==> src/oss_pkg.sv <==
// shared constants and types for operand size and segment selection
package oss_pkg;

  // effective operand and address widths
  typedef enum logic [1:0] {OSS_SZ16, OSS_SZ32, OSS_SZ64} oss_size_e;

  // segment registers, ordered as the override encoding
  typedef enum logic [2:0] {
    OSS_SEG_EXTRA,
    OSS_SEG_CODE,
    OSS_SEG_STACK,
    OSS_SEG_DATA,
    OSS_SEG_AUX1,
    OSS_SEG_AUX2
  } oss_seg_e;

  // kind of memory reference being made
  typedef enum logic [1:0] {
    OSS_REF_FETCH,
    OSS_REF_STACK_OP,
    OSS_REF_DATA,
    OSS_REF_STR_DST
  } oss_ref_e;

  localparam int OSS_NUM_SEG = 6;
  localparam int OSS_SEG_W = 3;

  // register map, byte addresses
  localparam logic [7:0] OSS_ADDR_CTRL = 8'h00;
  localparam logic [7:0] OSS_ADDR_STATUS = 8'h04;
  localparam logic [7:0] OSS_ADDR_COUNT = 8'h08;
  localparam logic [7:0] OSS_ADDR_BASE0 = 8'h10;
  localparam logic [7:0] OSS_ADDR_BASE_END = 8'h40;
  localparam logic [31:0] OSS_CTRL_RST = 32'h0000_0000;

  // control fields
  localparam int OSS_CTRL_LMA = 0;
  localparam int OSS_CTRL_L = 1;
  localparam int OSS_CTRL_D = 2;
  localparam int OSS_CTRL_PE = 3;
  localparam int OSS_CTRL_W = 4;

  // register-extension prefix nibble fields
  localparam int OSS_OPERAND_WIDTH_BIT_BIT = 3;

  // axi responses
  localparam logic [1:0] OSS_RESP_OKAY = 2'b00;
  localparam logic [1:0] OSS_RESP_SLVERR = 2'b10;

endpackage : oss_pkg

==> src/oss_size_decode.sv <==
// effective operand and address size decode
`timescale 1ns/1ps
`default_nettype none
module oss_size_decode (
  input wire logic mode64,
  input wire logic prot_en,
  input wire logic cs_d,
  input wire logic has_opsz,
  input wire logic has_adsz,
  input wire logic rex_present,
  input wire logic [3:0] rex_bits,
  input wire logic media_op,
  output oss_pkg::oss_size_e op_size,
  output oss_pkg::oss_size_e adr_size,
  output logic [3:0] rex_fields
);
  logic w;
  logic dflt32;

  // size table for 64-bit and legacy code segments
  always_comb begin
    rex_fields = rex_present ? rex_bits : 4'h0;
    w = rex_fields[oss_pkg::OSS_OPERAND_WIDTH_BIT_BIT];
    dflt32 = prot_en & cs_d; // real mode always 16
    if (mode64) begin
      // no 16-bit addressing here
      adr_size = has_adsz ? oss_pkg::OSS_SZ32 : oss_pkg::OSS_SZ64;
      if (w) begin
        op_size = oss_pkg::OSS_SZ64; // width bit wins
      end else if (has_opsz && !media_op) begin
        op_size = oss_pkg::OSS_SZ16;
      end else begin
        op_size = oss_pkg::OSS_SZ32;
      end
    end else begin
      // compatibility behaves as legacy protected
      op_size = (dflt32 ^ has_opsz) ? oss_pkg::OSS_SZ32 : oss_pkg::OSS_SZ16;
      adr_size = (dflt32 ^ has_adsz) ? oss_pkg::OSS_SZ32 : oss_pkg::OSS_SZ16;
    end
  end
endmodule : oss_size_decode
`default_nettype wire

==> src/oss_seg_select.sv <==
// segment choice and segment base for one memory reference
`timescale 1ns/1ps
`default_nettype none
module oss_seg_select (
  input wire logic mode64,
  input wire oss_pkg::oss_ref_e ref_kind,
  input wire logic base_sp_bp,
  input wire logic ovr_valid,
  input wire logic [2:0] ovr_seg,
  input wire logic [5:0][63:0] bases,
  output oss_pkg::oss_seg_e seg,
  output logic [63:0] seg_base
);
  logic ovr_ok;

  // fixed segments first; override only moves plain data refs
  always_comb begin
    ovr_ok = ovr_valid && (ovr_seg < 3'(oss_pkg::OSS_NUM_SEG));
    case (ref_kind)
      oss_pkg::OSS_REF_FETCH: seg = oss_pkg::OSS_SEG_CODE;
      oss_pkg::OSS_REF_STACK_OP: seg = oss_pkg::OSS_SEG_STACK;
      oss_pkg::OSS_REF_STR_DST: seg = oss_pkg::OSS_SEG_EXTRA;
      default: begin
        if (ovr_ok) begin
          seg = oss_pkg::oss_seg_e'(ovr_seg);
        end else if (base_sp_bp) begin
          seg = oss_pkg::OSS_SEG_STACK;
        end else begin
          seg = oss_pkg::OSS_SEG_DATA;
        end
      end
    endcase
    // flat model in 64-bit mode except the two aux segments
    if (mode64 && seg != oss_pkg::OSS_SEG_AUX1 && seg != oss_pkg::OSS_SEG_AUX2) begin
      seg_base = 64'h0;
    end else begin
      seg_base = bases[seg];
    end
  end
endmodule : oss_seg_select
`default_nettype wire

==> src/oss_decode_top.sv <==
// operand size, address size and segment decode stage with axi4-lite registers
// Summary of operation
// - 64-bit mode defaults: 64 address, 32 operand
// - long flag set with long mode active selects 64-bit table
// - 64-bit mode: prefix 67 gives 32 address
// - address and operand overrides decode independently
// - 64-bit mode: width bit gives 64-bit operands
// - 64-bit mode: prefix 66 alone gives 16-bit operands
// - 64-bit mode: width bit beats prefix 66
// - extension prefix is four field bits
// - 64-bit mode: mandatory 66 media ops ignore prefix 66 for operand size
// - immediates allowed except divides, max 32 bits
// - pair: high half data-high, low accumulator
// - new low-byte registers need extension prefix
// - wide data-high:accumulator form 128-bit operand
// - offsets 16/32 legacy, 32/64 in 64-bit
// - fetches always use code segment
// - stack or frame base defaults stack
// - pushes and pops always use stack segment
// - data defaults data segment, prefix overrides
// - string destination always extra segment
// - far pointer: offset dword, then selector word
// - 64-bit mode: main segment bases zero
// - 64-bit mode: aux segment bases kept
// - compatibility mode segments act as legacy
// - legacy default size from default-size flag
`timescale 1ns/1ps
`default_nettype none
module oss_decode_top (
  input wire logic aclk,
  input wire logic aresetn,
  // axi4-lite slave
  input wire logic [7:0] s_axi_awaddr,
  input wire logic s_axi_awvalid,
  output logic s_axi_awready,
  input wire logic [31:0] s_axi_wdata,
  input wire logic [3:0] s_axi_wstrb,
  input wire logic s_axi_wvalid,
  output logic s_axi_wready,
  output logic [1:0] s_axi_bresp,
  output logic s_axi_bvalid,
  input wire logic s_axi_bready,
  input wire logic [7:0] s_axi_araddr,
  input wire logic s_axi_arvalid,
  output logic s_axi_arready,
  output logic [31:0] s_axi_rdata,
  output logic [1:0] s_axi_rresp,
  output logic s_axi_rvalid,
  input wire logic s_axi_rready,
  // instruction from prefix decode
  input wire logic in_valid,
  input wire logic has_opsz,
  input wire logic has_adsz,
  input wire logic rex_present,
  input wire logic [3:0] rex_bits,
  input wire logic media_op,
  input wire oss_pkg::oss_ref_e ref_kind,
  input wire logic base_sp_bp,
  input wire logic ovr_valid,
  input wire logic [2:0] ovr_seg,
  input wire logic [63:0] eff_addr,
  input wire logic imm_valid,
  input wire logic op_is_divide,
  input wire logic [31:0] imm,
  input wire logic [63:0] accumulator_register_wide,
  input wire logic [63:0] data_high_register_wide,
  input wire logic [47:0] far_ptr,
  input wire logic [3:0] byte_reg,
  // decoded results
  output logic out_valid,
  output oss_pkg::oss_size_e op_size,
  output oss_pkg::oss_size_e adr_size,
  output logic [3:0] rex_fields,
  output oss_pkg::oss_seg_e seg,
  output logic [63:0] linear_addr,
  output logic [63:0] imm_ext,
  output logic imm_bad,
  output logic [127:0] pair_operand,
  output logic [31:0] far_offset,
  output logic [15:0] far_selector,
  output logic [3:0] byte_idx,
  output logic byte_hi,
  output logic byte_bad
);

  typedef struct packed {
    // bus slave state
    logic aw_got;
    logic [7:0] aw_addr;
    logic w_got;
    logic [31:0] w_data;
    logic [3:0] w_strb;
    logic bvalid;
    logic [1:0] bresp;
    logic rvalid;
    logic [31:0] rdata;
    logic [1:0] rresp;

    // registers
    logic [31:0] ctrl;
    logic [5:0][63:0] base;
    logic [31:0] count;

    // last results
    logic out_valid;
    oss_pkg::oss_size_e op_size;
    oss_pkg::oss_size_e adr_size;
    logic [3:0] rex_fields;
    oss_pkg::oss_seg_e seg;
    logic [63:0] linear;
    logic [63:0] imm_ext;
    logic imm_bad;
    logic [127:0] pair;
    logic [31:0] far_ofs;
    logic [15:0] far_sel;
    logic [3:0] byte_idx;
    logic byte_hi;
    logic byte_bad;
  } oss_state_s;

  oss_state_s st_r;
  oss_state_s st_nxt;

  logic mode64;
  logic prot_en;

  oss_pkg::oss_size_e dec_op;
  oss_pkg::oss_size_e dec_adr;
  logic [3:0] dec_rex;
  oss_pkg::oss_seg_e dec_seg;
  logic [63:0] dec_base;
  logic [63:0] ea_m;
  logic [63:0] lin;

  // 64-bit mode needs long mode active and the long flag of code segment
  assign mode64 = st_r.ctrl[oss_pkg::OSS_CTRL_LMA] & st_r.ctrl[oss_pkg::OSS_CTRL_L];
  assign prot_en = st_r.ctrl[oss_pkg::OSS_CTRL_PE];

  oss_size_decode u_size (
    .mode64(mode64),
    .prot_en(prot_en),
    .cs_d(st_r.ctrl[oss_pkg::OSS_CTRL_D]),
    .has_opsz(has_opsz),
    .has_adsz(has_adsz),
    .rex_present(rex_present),
    .rex_bits(rex_bits),
    .media_op(media_op),
    .op_size(dec_op),
    .adr_size(dec_adr),
    .rex_fields(dec_rex)
  );

  oss_seg_select u_seg (
    .mode64(mode64),
    .ref_kind(ref_kind),
    .base_sp_bp(base_sp_bp),
    .ovr_valid(ovr_valid),
    .ovr_seg(ovr_seg),
    .bases(st_r.base),
    .seg(dec_seg),
    .seg_base(dec_base)
  );

  // offset trimmed to the address width, then segment base added
  always_comb begin
    case (dec_adr)
      oss_pkg::OSS_SZ16: ea_m = {48'h0, eff_addr[15:0]};
      oss_pkg::OSS_SZ32: ea_m = {32'h0, eff_addr[31:0]};
      default: ea_m = eff_addr;
    endcase
    lin = dec_base + ea_m;

    // legacy linear space wraps at 4 gbytes
    if (!mode64) begin
      lin = {32'h0, lin[31:0]};
    end
  end

  // register read value, zero outside the map
  function automatic logic [31:0] rd_word(input oss_state_s s, input logic [7:0] a);
    logic [7:0] rel;
    logic [2:0] k;
    rd_word = 32'h0;
    rel = a - oss_pkg::OSS_ADDR_BASE0;
    k = rel[5:3];

    if (a == oss_pkg::OSS_ADDR_CTRL) begin
      rd_word = s.ctrl;
    end else if (a == oss_pkg::OSS_ADDR_STATUS) begin
      rd_word = {21'h0, s.byte_bad, s.imm_bad, s.seg, s.rex_fields[oss_pkg::OSS_OPERAND_WIDTH_BIT_BIT],
        mode64, s.adr_size, s.op_size};
    end else if (a == oss_pkg::OSS_ADDR_COUNT) begin
      rd_word = s.count;
    end else if (a >= oss_pkg::OSS_ADDR_BASE0 && a < oss_pkg::OSS_ADDR_BASE_END) begin
      rd_word = rel[2] ? s.base[k][63:32] : s.base[k][31:0];
    end
  endfunction : rd_word

  // aligned and mapped words only
  function automatic logic addr_ok(input logic [7:0] a);
    addr_ok = (a[1:0] == 2'b00) && (a == oss_pkg::OSS_ADDR_CTRL ||
      a == oss_pkg::OSS_ADDR_STATUS || a == oss_pkg::OSS_ADDR_COUNT ||
      (a >= oss_pkg::OSS_ADDR_BASE0 && a < oss_pkg::OSS_ADDR_BASE_END));
  endfunction : addr_ok

  // byte-lane merge of a write into one word
  function automatic logic [31:0] merge(input logic [31:0] old, input logic [31:0] d,
                                        input logic [3:0] strb);
    merge = old;
    for (int i = 0; i < 4; i++) begin
      if (strb[i]) begin
        merge[i*8 +: 8] = d[i*8 +: 8];
      end
    end
  endfunction : merge

  // ready is low while a write is held or its answer is pending
  assign s_axi_awready = !st_r.aw_got && !st_r.bvalid;
  assign s_axi_wready = !st_r.w_got && !st_r.bvalid;
  assign s_axi_arready = !st_r.rvalid;

  // next state: bus slave, register writes and decode stage
  always_comb begin
    logic [7:0] rel;
    logic [2:0] k;
    st_nxt = st_r;
    rel = st_r.aw_addr - oss_pkg::OSS_ADDR_BASE0;
    k = rel[5:3];

    // write address and data taken in either order
    if (s_axi_awvalid && s_axi_awready) begin
      st_nxt.aw_got = 1'b1;
      st_nxt.aw_addr = s_axi_awaddr;
    end
    if (s_axi_wvalid && s_axi_wready) begin
      st_nxt.w_got = 1'b1;
      st_nxt.w_data = s_axi_wdata;
      st_nxt.w_strb = s_axi_wstrb;
    end

    // commit once both halves are held; status and count are read only
    if (st_r.aw_got && st_r.w_got) begin
      st_nxt.aw_got = 1'b0;
      st_nxt.w_got = 1'b0;
      st_nxt.bvalid = 1'b1;
      st_nxt.bresp = addr_ok(st_r.aw_addr) ? oss_pkg::OSS_RESP_OKAY : oss_pkg::OSS_RESP_SLVERR;
      if (st_r.aw_addr == oss_pkg::OSS_ADDR_CTRL) begin
        st_nxt.ctrl = merge(st_r.ctrl, st_r.w_data, st_r.w_strb);
        st_nxt.ctrl[31:oss_pkg::OSS_CTRL_W] = '0;
      end else if (addr_ok(st_r.aw_addr) && st_r.aw_addr >= oss_pkg::OSS_ADDR_BASE0) begin
        if (rel[2]) begin
          st_nxt.base[k][63:32] = merge(st_r.base[k][63:32], st_r.w_data, st_r.w_strb);
        end else begin
          st_nxt.base[k][31:0] = merge(st_r.base[k][31:0], st_r.w_data, st_r.w_strb);
        end
      end
    end
    // answer stands until taken
    if (st_r.bvalid && s_axi_bready) begin
      st_nxt.bvalid = 1'b0;
    end

    // read answered the cycle after the address is taken
    if (s_axi_arvalid && s_axi_arready) begin
      st_nxt.rvalid = 1'b1;
      st_nxt.rdata = rd_word(st_r, s_axi_araddr);
      st_nxt.rresp = addr_ok(s_axi_araddr) ? oss_pkg::OSS_RESP_OKAY : oss_pkg::OSS_RESP_SLVERR;
    end else if (st_r.rvalid && s_axi_rready) begin
      st_nxt.rvalid = 1'b0;
    end

    // all results of one instruction move together
    st_nxt.out_valid = in_valid;
    if (in_valid) begin
      st_nxt.count = st_r.count + 32'h1;
      st_nxt.op_size = dec_op;
      st_nxt.adr_size = dec_adr;
      st_nxt.rex_fields = dec_rex;
      st_nxt.seg = dec_seg;
      st_nxt.linear = lin;
      // divides take no immediate; the port caps it at 32 bits
      st_nxt.imm_bad = imm_valid && op_is_divide;
      // sign extended for 64-bit
      case (dec_op)
        oss_pkg::OSS_SZ16: st_nxt.imm_ext = {48'h0, imm[15:0]};
        oss_pkg::OSS_SZ32: st_nxt.imm_ext = {32'h0, imm};
        default: st_nxt.imm_ext = {{32{imm[31]}}, imm};
      endcase
      // high half from data-high, low half from accumulator
      if (mode64 && dec_op == oss_pkg::OSS_SZ64) begin
        st_nxt.pair = {data_high_register_wide, accumulator_register_wide};
      end else begin
        st_nxt.pair = {64'h0, data_high_register_wide[31:0],
          accumulator_register_wide[31:0]};
      end

      // halves as laid in memory
      st_nxt.far_ofs = far_ptr[31:0]; // first doubleword
      st_nxt.far_sel = far_ptr[47:32]; // following word

      // without the prefix, codes 4..7 name the high bytes of 0..3
      st_nxt.byte_bad = !rex_present && byte_reg[3];
      st_nxt.byte_hi = !rex_present && byte_reg[2] && !byte_reg[3];
      st_nxt.byte_idx = st_nxt.byte_hi ? {2'b00, byte_reg[1:0]} : byte_reg;
    end
  end

  // single state register, synchronous reset
  always_ff @(posedge aclk) begin
    if (!aresetn) begin
      st_r <= '0;
      st_r.ctrl <= oss_pkg::OSS_CTRL_RST;
    end else begin
      st_r <= st_nxt;
    end
  end

  // outputs straight from state
  assign s_axi_bvalid = st_r.bvalid;
  assign s_axi_bresp = st_r.bresp;
  assign s_axi_rvalid = st_r.rvalid;
  assign s_axi_rdata = st_r.rdata;
  assign s_axi_rresp = st_r.rresp;

  // decode results
  assign out_valid = st_r.out_valid;
  assign op_size = st_r.op_size;
  assign adr_size = st_r.adr_size;
  assign rex_fields = st_r.rex_fields;
  assign seg = st_r.seg;
  assign linear_addr = st_r.linear;
  assign imm_ext = st_r.imm_ext;
  assign imm_bad = st_r.imm_bad;
  assign pair_operand = st_r.pair;
  assign far_offset = st_r.far_ofs;
  assign far_selector = st_r.far_sel;
  assign byte_idx = st_r.byte_idx;
  assign byte_hi = st_r.byte_hi;
  assign byte_bad = st_r.byte_bad;

endmodule : oss_decode_top
`default_nettype wire

==> config.mk <==
export PLATFORM = sky130hd
export DESIGN_NAME = oss_decode_top
export DESIGN_NICKNAME = d
export VERILOG_FILES = /design/src/oss_pkg.sv /design/src/oss_size_decode.sv /design/src/oss_seg_select.sv /design/src/oss_decode_top.sv
export SDC_FILE = /design/constraint.sdc
export NUM_CORES = 2
export LEC_CHECK = 0
export BUFFER_PORTS_ARGS = -buffer_cell sky130_fd_sc_hd__buf_2
export CORE_MARGIN = 8
export CORE_UTILIZATION = 25
export CTS_CLUSTER_SIZE = 12
export DETAILED_ROUTE_END_ITERATION = 16
export PLACE_DENSITY_LB_ADDON = 0.15
export SYNTH_ARGS = -nofsm -noshare
export SYNTH_HDL_FRONTEND = slang
export SYNTH_SLANG_ARGS = --single-unit
==> constraint.sdc <==
create_clock -name aclk -period 5.6 [get_ports aclk]
set_input_delay 0.84 -clock aclk [delete_from_list [all_inputs] [get_ports aclk]]
set_output_delay 0.84 -clock aclk [all_outputs]
set_load 0.01 [all_outputs]
==> results.md <==
- Final-report hold violation count: 0
- Number of hold buffers added after CTS: 0
- Worst setup EP type: flop
- Drt via density: 4.98
- IO Pins: 717
- Setup bufs post-CTS: 0
- Final Max Tran Viols: 0
- Synth area leaders: dfxtp_1 36%, mux4_2 11%, nand2_1 9.5%
- Yosys warns: 0
- Post-route DRC: 0
- Post-cts resize count: 0
- FF-to-FF Start: st_r[740]
- Maximum vdd drop: 0.244 mV
- Total gr overflow: 0
- Sink Count: 794
- CTS max path bufs: 3
- Row count: 154
- Leak Pwr: 20.7 nW
- Average wire per standard cell: 26.4 um
- RSZ-0062 raised after global routing: false
- Cell Area, Synth: 44400 um2
- Worst skew pair latency: 0.78 ns
- Pwr Density: 271 nW/um2
- Post-synth EDFFs: 0
- Detail Route Antenna Nets: 0
- Fin nets: 6102
- Avg Inst Size Synth: 8.37 um2
- Crit-path cells: buf_2 > a21boi_0 > a21oi_1 > a21oi_4 > buf_4 > buf_12 > buf_4 > buf_4 > mux2i_1 > o21ai_0 > ha_1 > a21oi_1 > o21bai_1 > a21oi_1 > o21bai_1 > a21o_1 > a211o_1 > a31oi_1 > xor2_1 > o21ai_1
- Crit path max fanout: 13
- CP max-delay cell: o21ai_0
- Synth Register Bits: 794
- Number of buffers created by CTS: 103
- Total Neg Setup Slack: 0 ns
- Fmax: 205 MHz
- Post-synthesis sequential area ratio: 35.8%
- Synth top cells by count: 1122 x nand2_1, 794 x dfxtp_1, 625 x a21oi_1, 454 x nor2_1, 355 x buf_4
- Post-route setup slack: 0.717 ns
- Final setup fails: 0
- Dpl hpwl: 152000 um
- Die height: 437 um
- Drt pass-1 iters: 7
- Combined area of the multi-input logic cells: 24400 um2
- Placer Congestion: 0.901
- Layout cells sized above 1: 25.6%
- Critical Path Max Stage Delay: 1.01 ns
- Tot Pwr: 14.4 mW
- Cell with the most instances after synthesis: nand2_1
- First-pass GRT wire length: 298000 um
- Critical path origin: ovr_seg[2]
- Worst Setup Start Kind: primary input
- Setup CP Type: in -> reg
- Die width: 437 um
- Largest net degree at the start of global routing: 173
- Final Cycle Share: 87.2%
- Worst Max-Slew Pin Slew: 1.31 ns
- Worst EP arrival: 5.52 ns
- Initial drt markers: 3171
- Synth unique cells: 71
- Post-synth ARST share: 0%
- Final wirelength: 214000 um
- Full die area: 191000 um2
- Synth area leader: dfxtp_1
- Setup slack after placement: 0.142 ns
- Worst Hold Launch: s_axi_rready
- Slew HR: 11.5%
- Worst-path clk slew: 0.06 ns
- Reg area: 15900 um2
- Max-cap violation count: 0
- Vias in the first global route: 38624
- Root Driver: clkbuf_16
- Initial antenna violation count: 21
- Mapped Cells: 5297
- CTS tree: done
- Port bufs: 714
- Vias: 40399
- Ys flop type: dfxtp_1
- # fillers: 18906
- Clock skew: 0.0752 ns
- Crit path required time: 6.24 ns
- Layout area overhead: 19.7%
- WHS: 0.274 ns
- Synth top area share: 35.8%
- Htree depth: 3
- Total global-route track usage: 21.1%
- Initial Util: 25.2%
- Core area: 176000 um2
- Status: finished clean
- Min cycle time layout: 4.88 ns
- Min-Delay Path Class: in -> reg
critical path: cells and delay by family:
kind,cells,cell delay (ns)
AOI/OAI and AO/OA,12,2.90
xor gates and xnor gates,1,0.17
adders and majority gates,1,0.43
buffers and inverters,5,1.03
muxes,1,0.11
sequential cells by signal, summed over array words and instances (netlist names), 2 cells and up:
register	flops
far_selector	16
adr_size	2
far_offset	32
s_axi_rdata	32
imm_ext	33
op_size	2
st_r	465
rex_fields	4
pair_operand	128
byte_idx	4
linear_addr	64
seg	3
power breakdown:
part / total (mW) / switching [mW] / internal, mW
logic: 1.38 / 0.889 / 0.487
registers: 5.86 / 0.106 / 5.76
clock network: 7.17 / 2.89 / 4.28
total: 14.4 / 3.88 / 10.5
metal layers:
metal  wire (um)  vias to the layer above  track usage, %
met2      105000                     1453            37.0
met4        8740                        8            7.78
met1       86800                    19800            25.8
met3       13000                      330            3.92
met5          48                        -               0
li1            -                    18808               -
final timing paths:
path | endpoint | slack (ns) | cells past startpoint
worst max-delay path | linear_addr[60] | 0.72 | 20
worst min-delay path | s_axi_rvalid | 0.27 | 2
worst max register to register | linear_addr[59] | 1.01 | 16
worst min register to register | linear_addr[42] | 0.45 | 2
per-stage QoR:
step / util, % / cells / instance area [um2]
after global routing: 30.1 / 8106 / 53100
after floorplan: - / 5298 / 44400
after global placement: 28.0 / 7914 / 49400
after CTS: 30.1 / 8106 / 53100
after detailed placement: 28.0 / 7914 / 49400
final: 30.1 / 8114 / 53100
cell families after synthesis:
| group | count (synthesis) | share of synthesized area [%] |
|---|---|---|
| compound gates | 1086 | 14.2 |
| buf+inv | 765 | 9.53 |
| xor+xnor | 81 | 1.60 |
| simple gates | 1982 | 18.8 |
| mux | 518 | 18.0 |
| flops | 794 | 35.8 |
| other cells | 1 | 0.00845 |
| fa+ha+maj | 70 | 1.99 |
layout make-up:
| class | count | area share (%) |
|---|---|---|
| Antenna cell | 8 | 0.0377 |
| Multi-Input combinational cell | 3739 | 45.9 |
| Sequential cell | 794 | 29.9 |
| Clock buffer | 168 | 5.93 |
| Inverter | 26 | 0.198 |
| Tap cell | 2340 | 5.51 |
| Timing Repair Buffer | 1015 | 11.5 |
| Clock inverter | 24 | 0.978 |
placed cells by master, fill, tap and decap left out, drive strengths merged, types with 5 or more instances in the layout:
cell type and instances:
a22oi 68, nand3 101, bufinv 9, nand2 1122, o21bai 18, a21oi 625, diode 8, mux4 222
nor3 17, o211ai 8, a311oi 34, or2 9, a21o 26, a21boi 7, a31oi 12, buf 1015
and3 26, and2 40, ha 69, mux2i 264, a211oi 82, nand4 30, nand2b 87, mux2 32
xor2 43, a221oi 6, nor2 454, inv 27, o21ai 165, nor4 5, clkinv 12, or3 10
clkbuf 168, xnor2 38, dfxtp 794, o31ai 5, nor2b 71
Note: power is estimated with default switching activity, not from simulation.
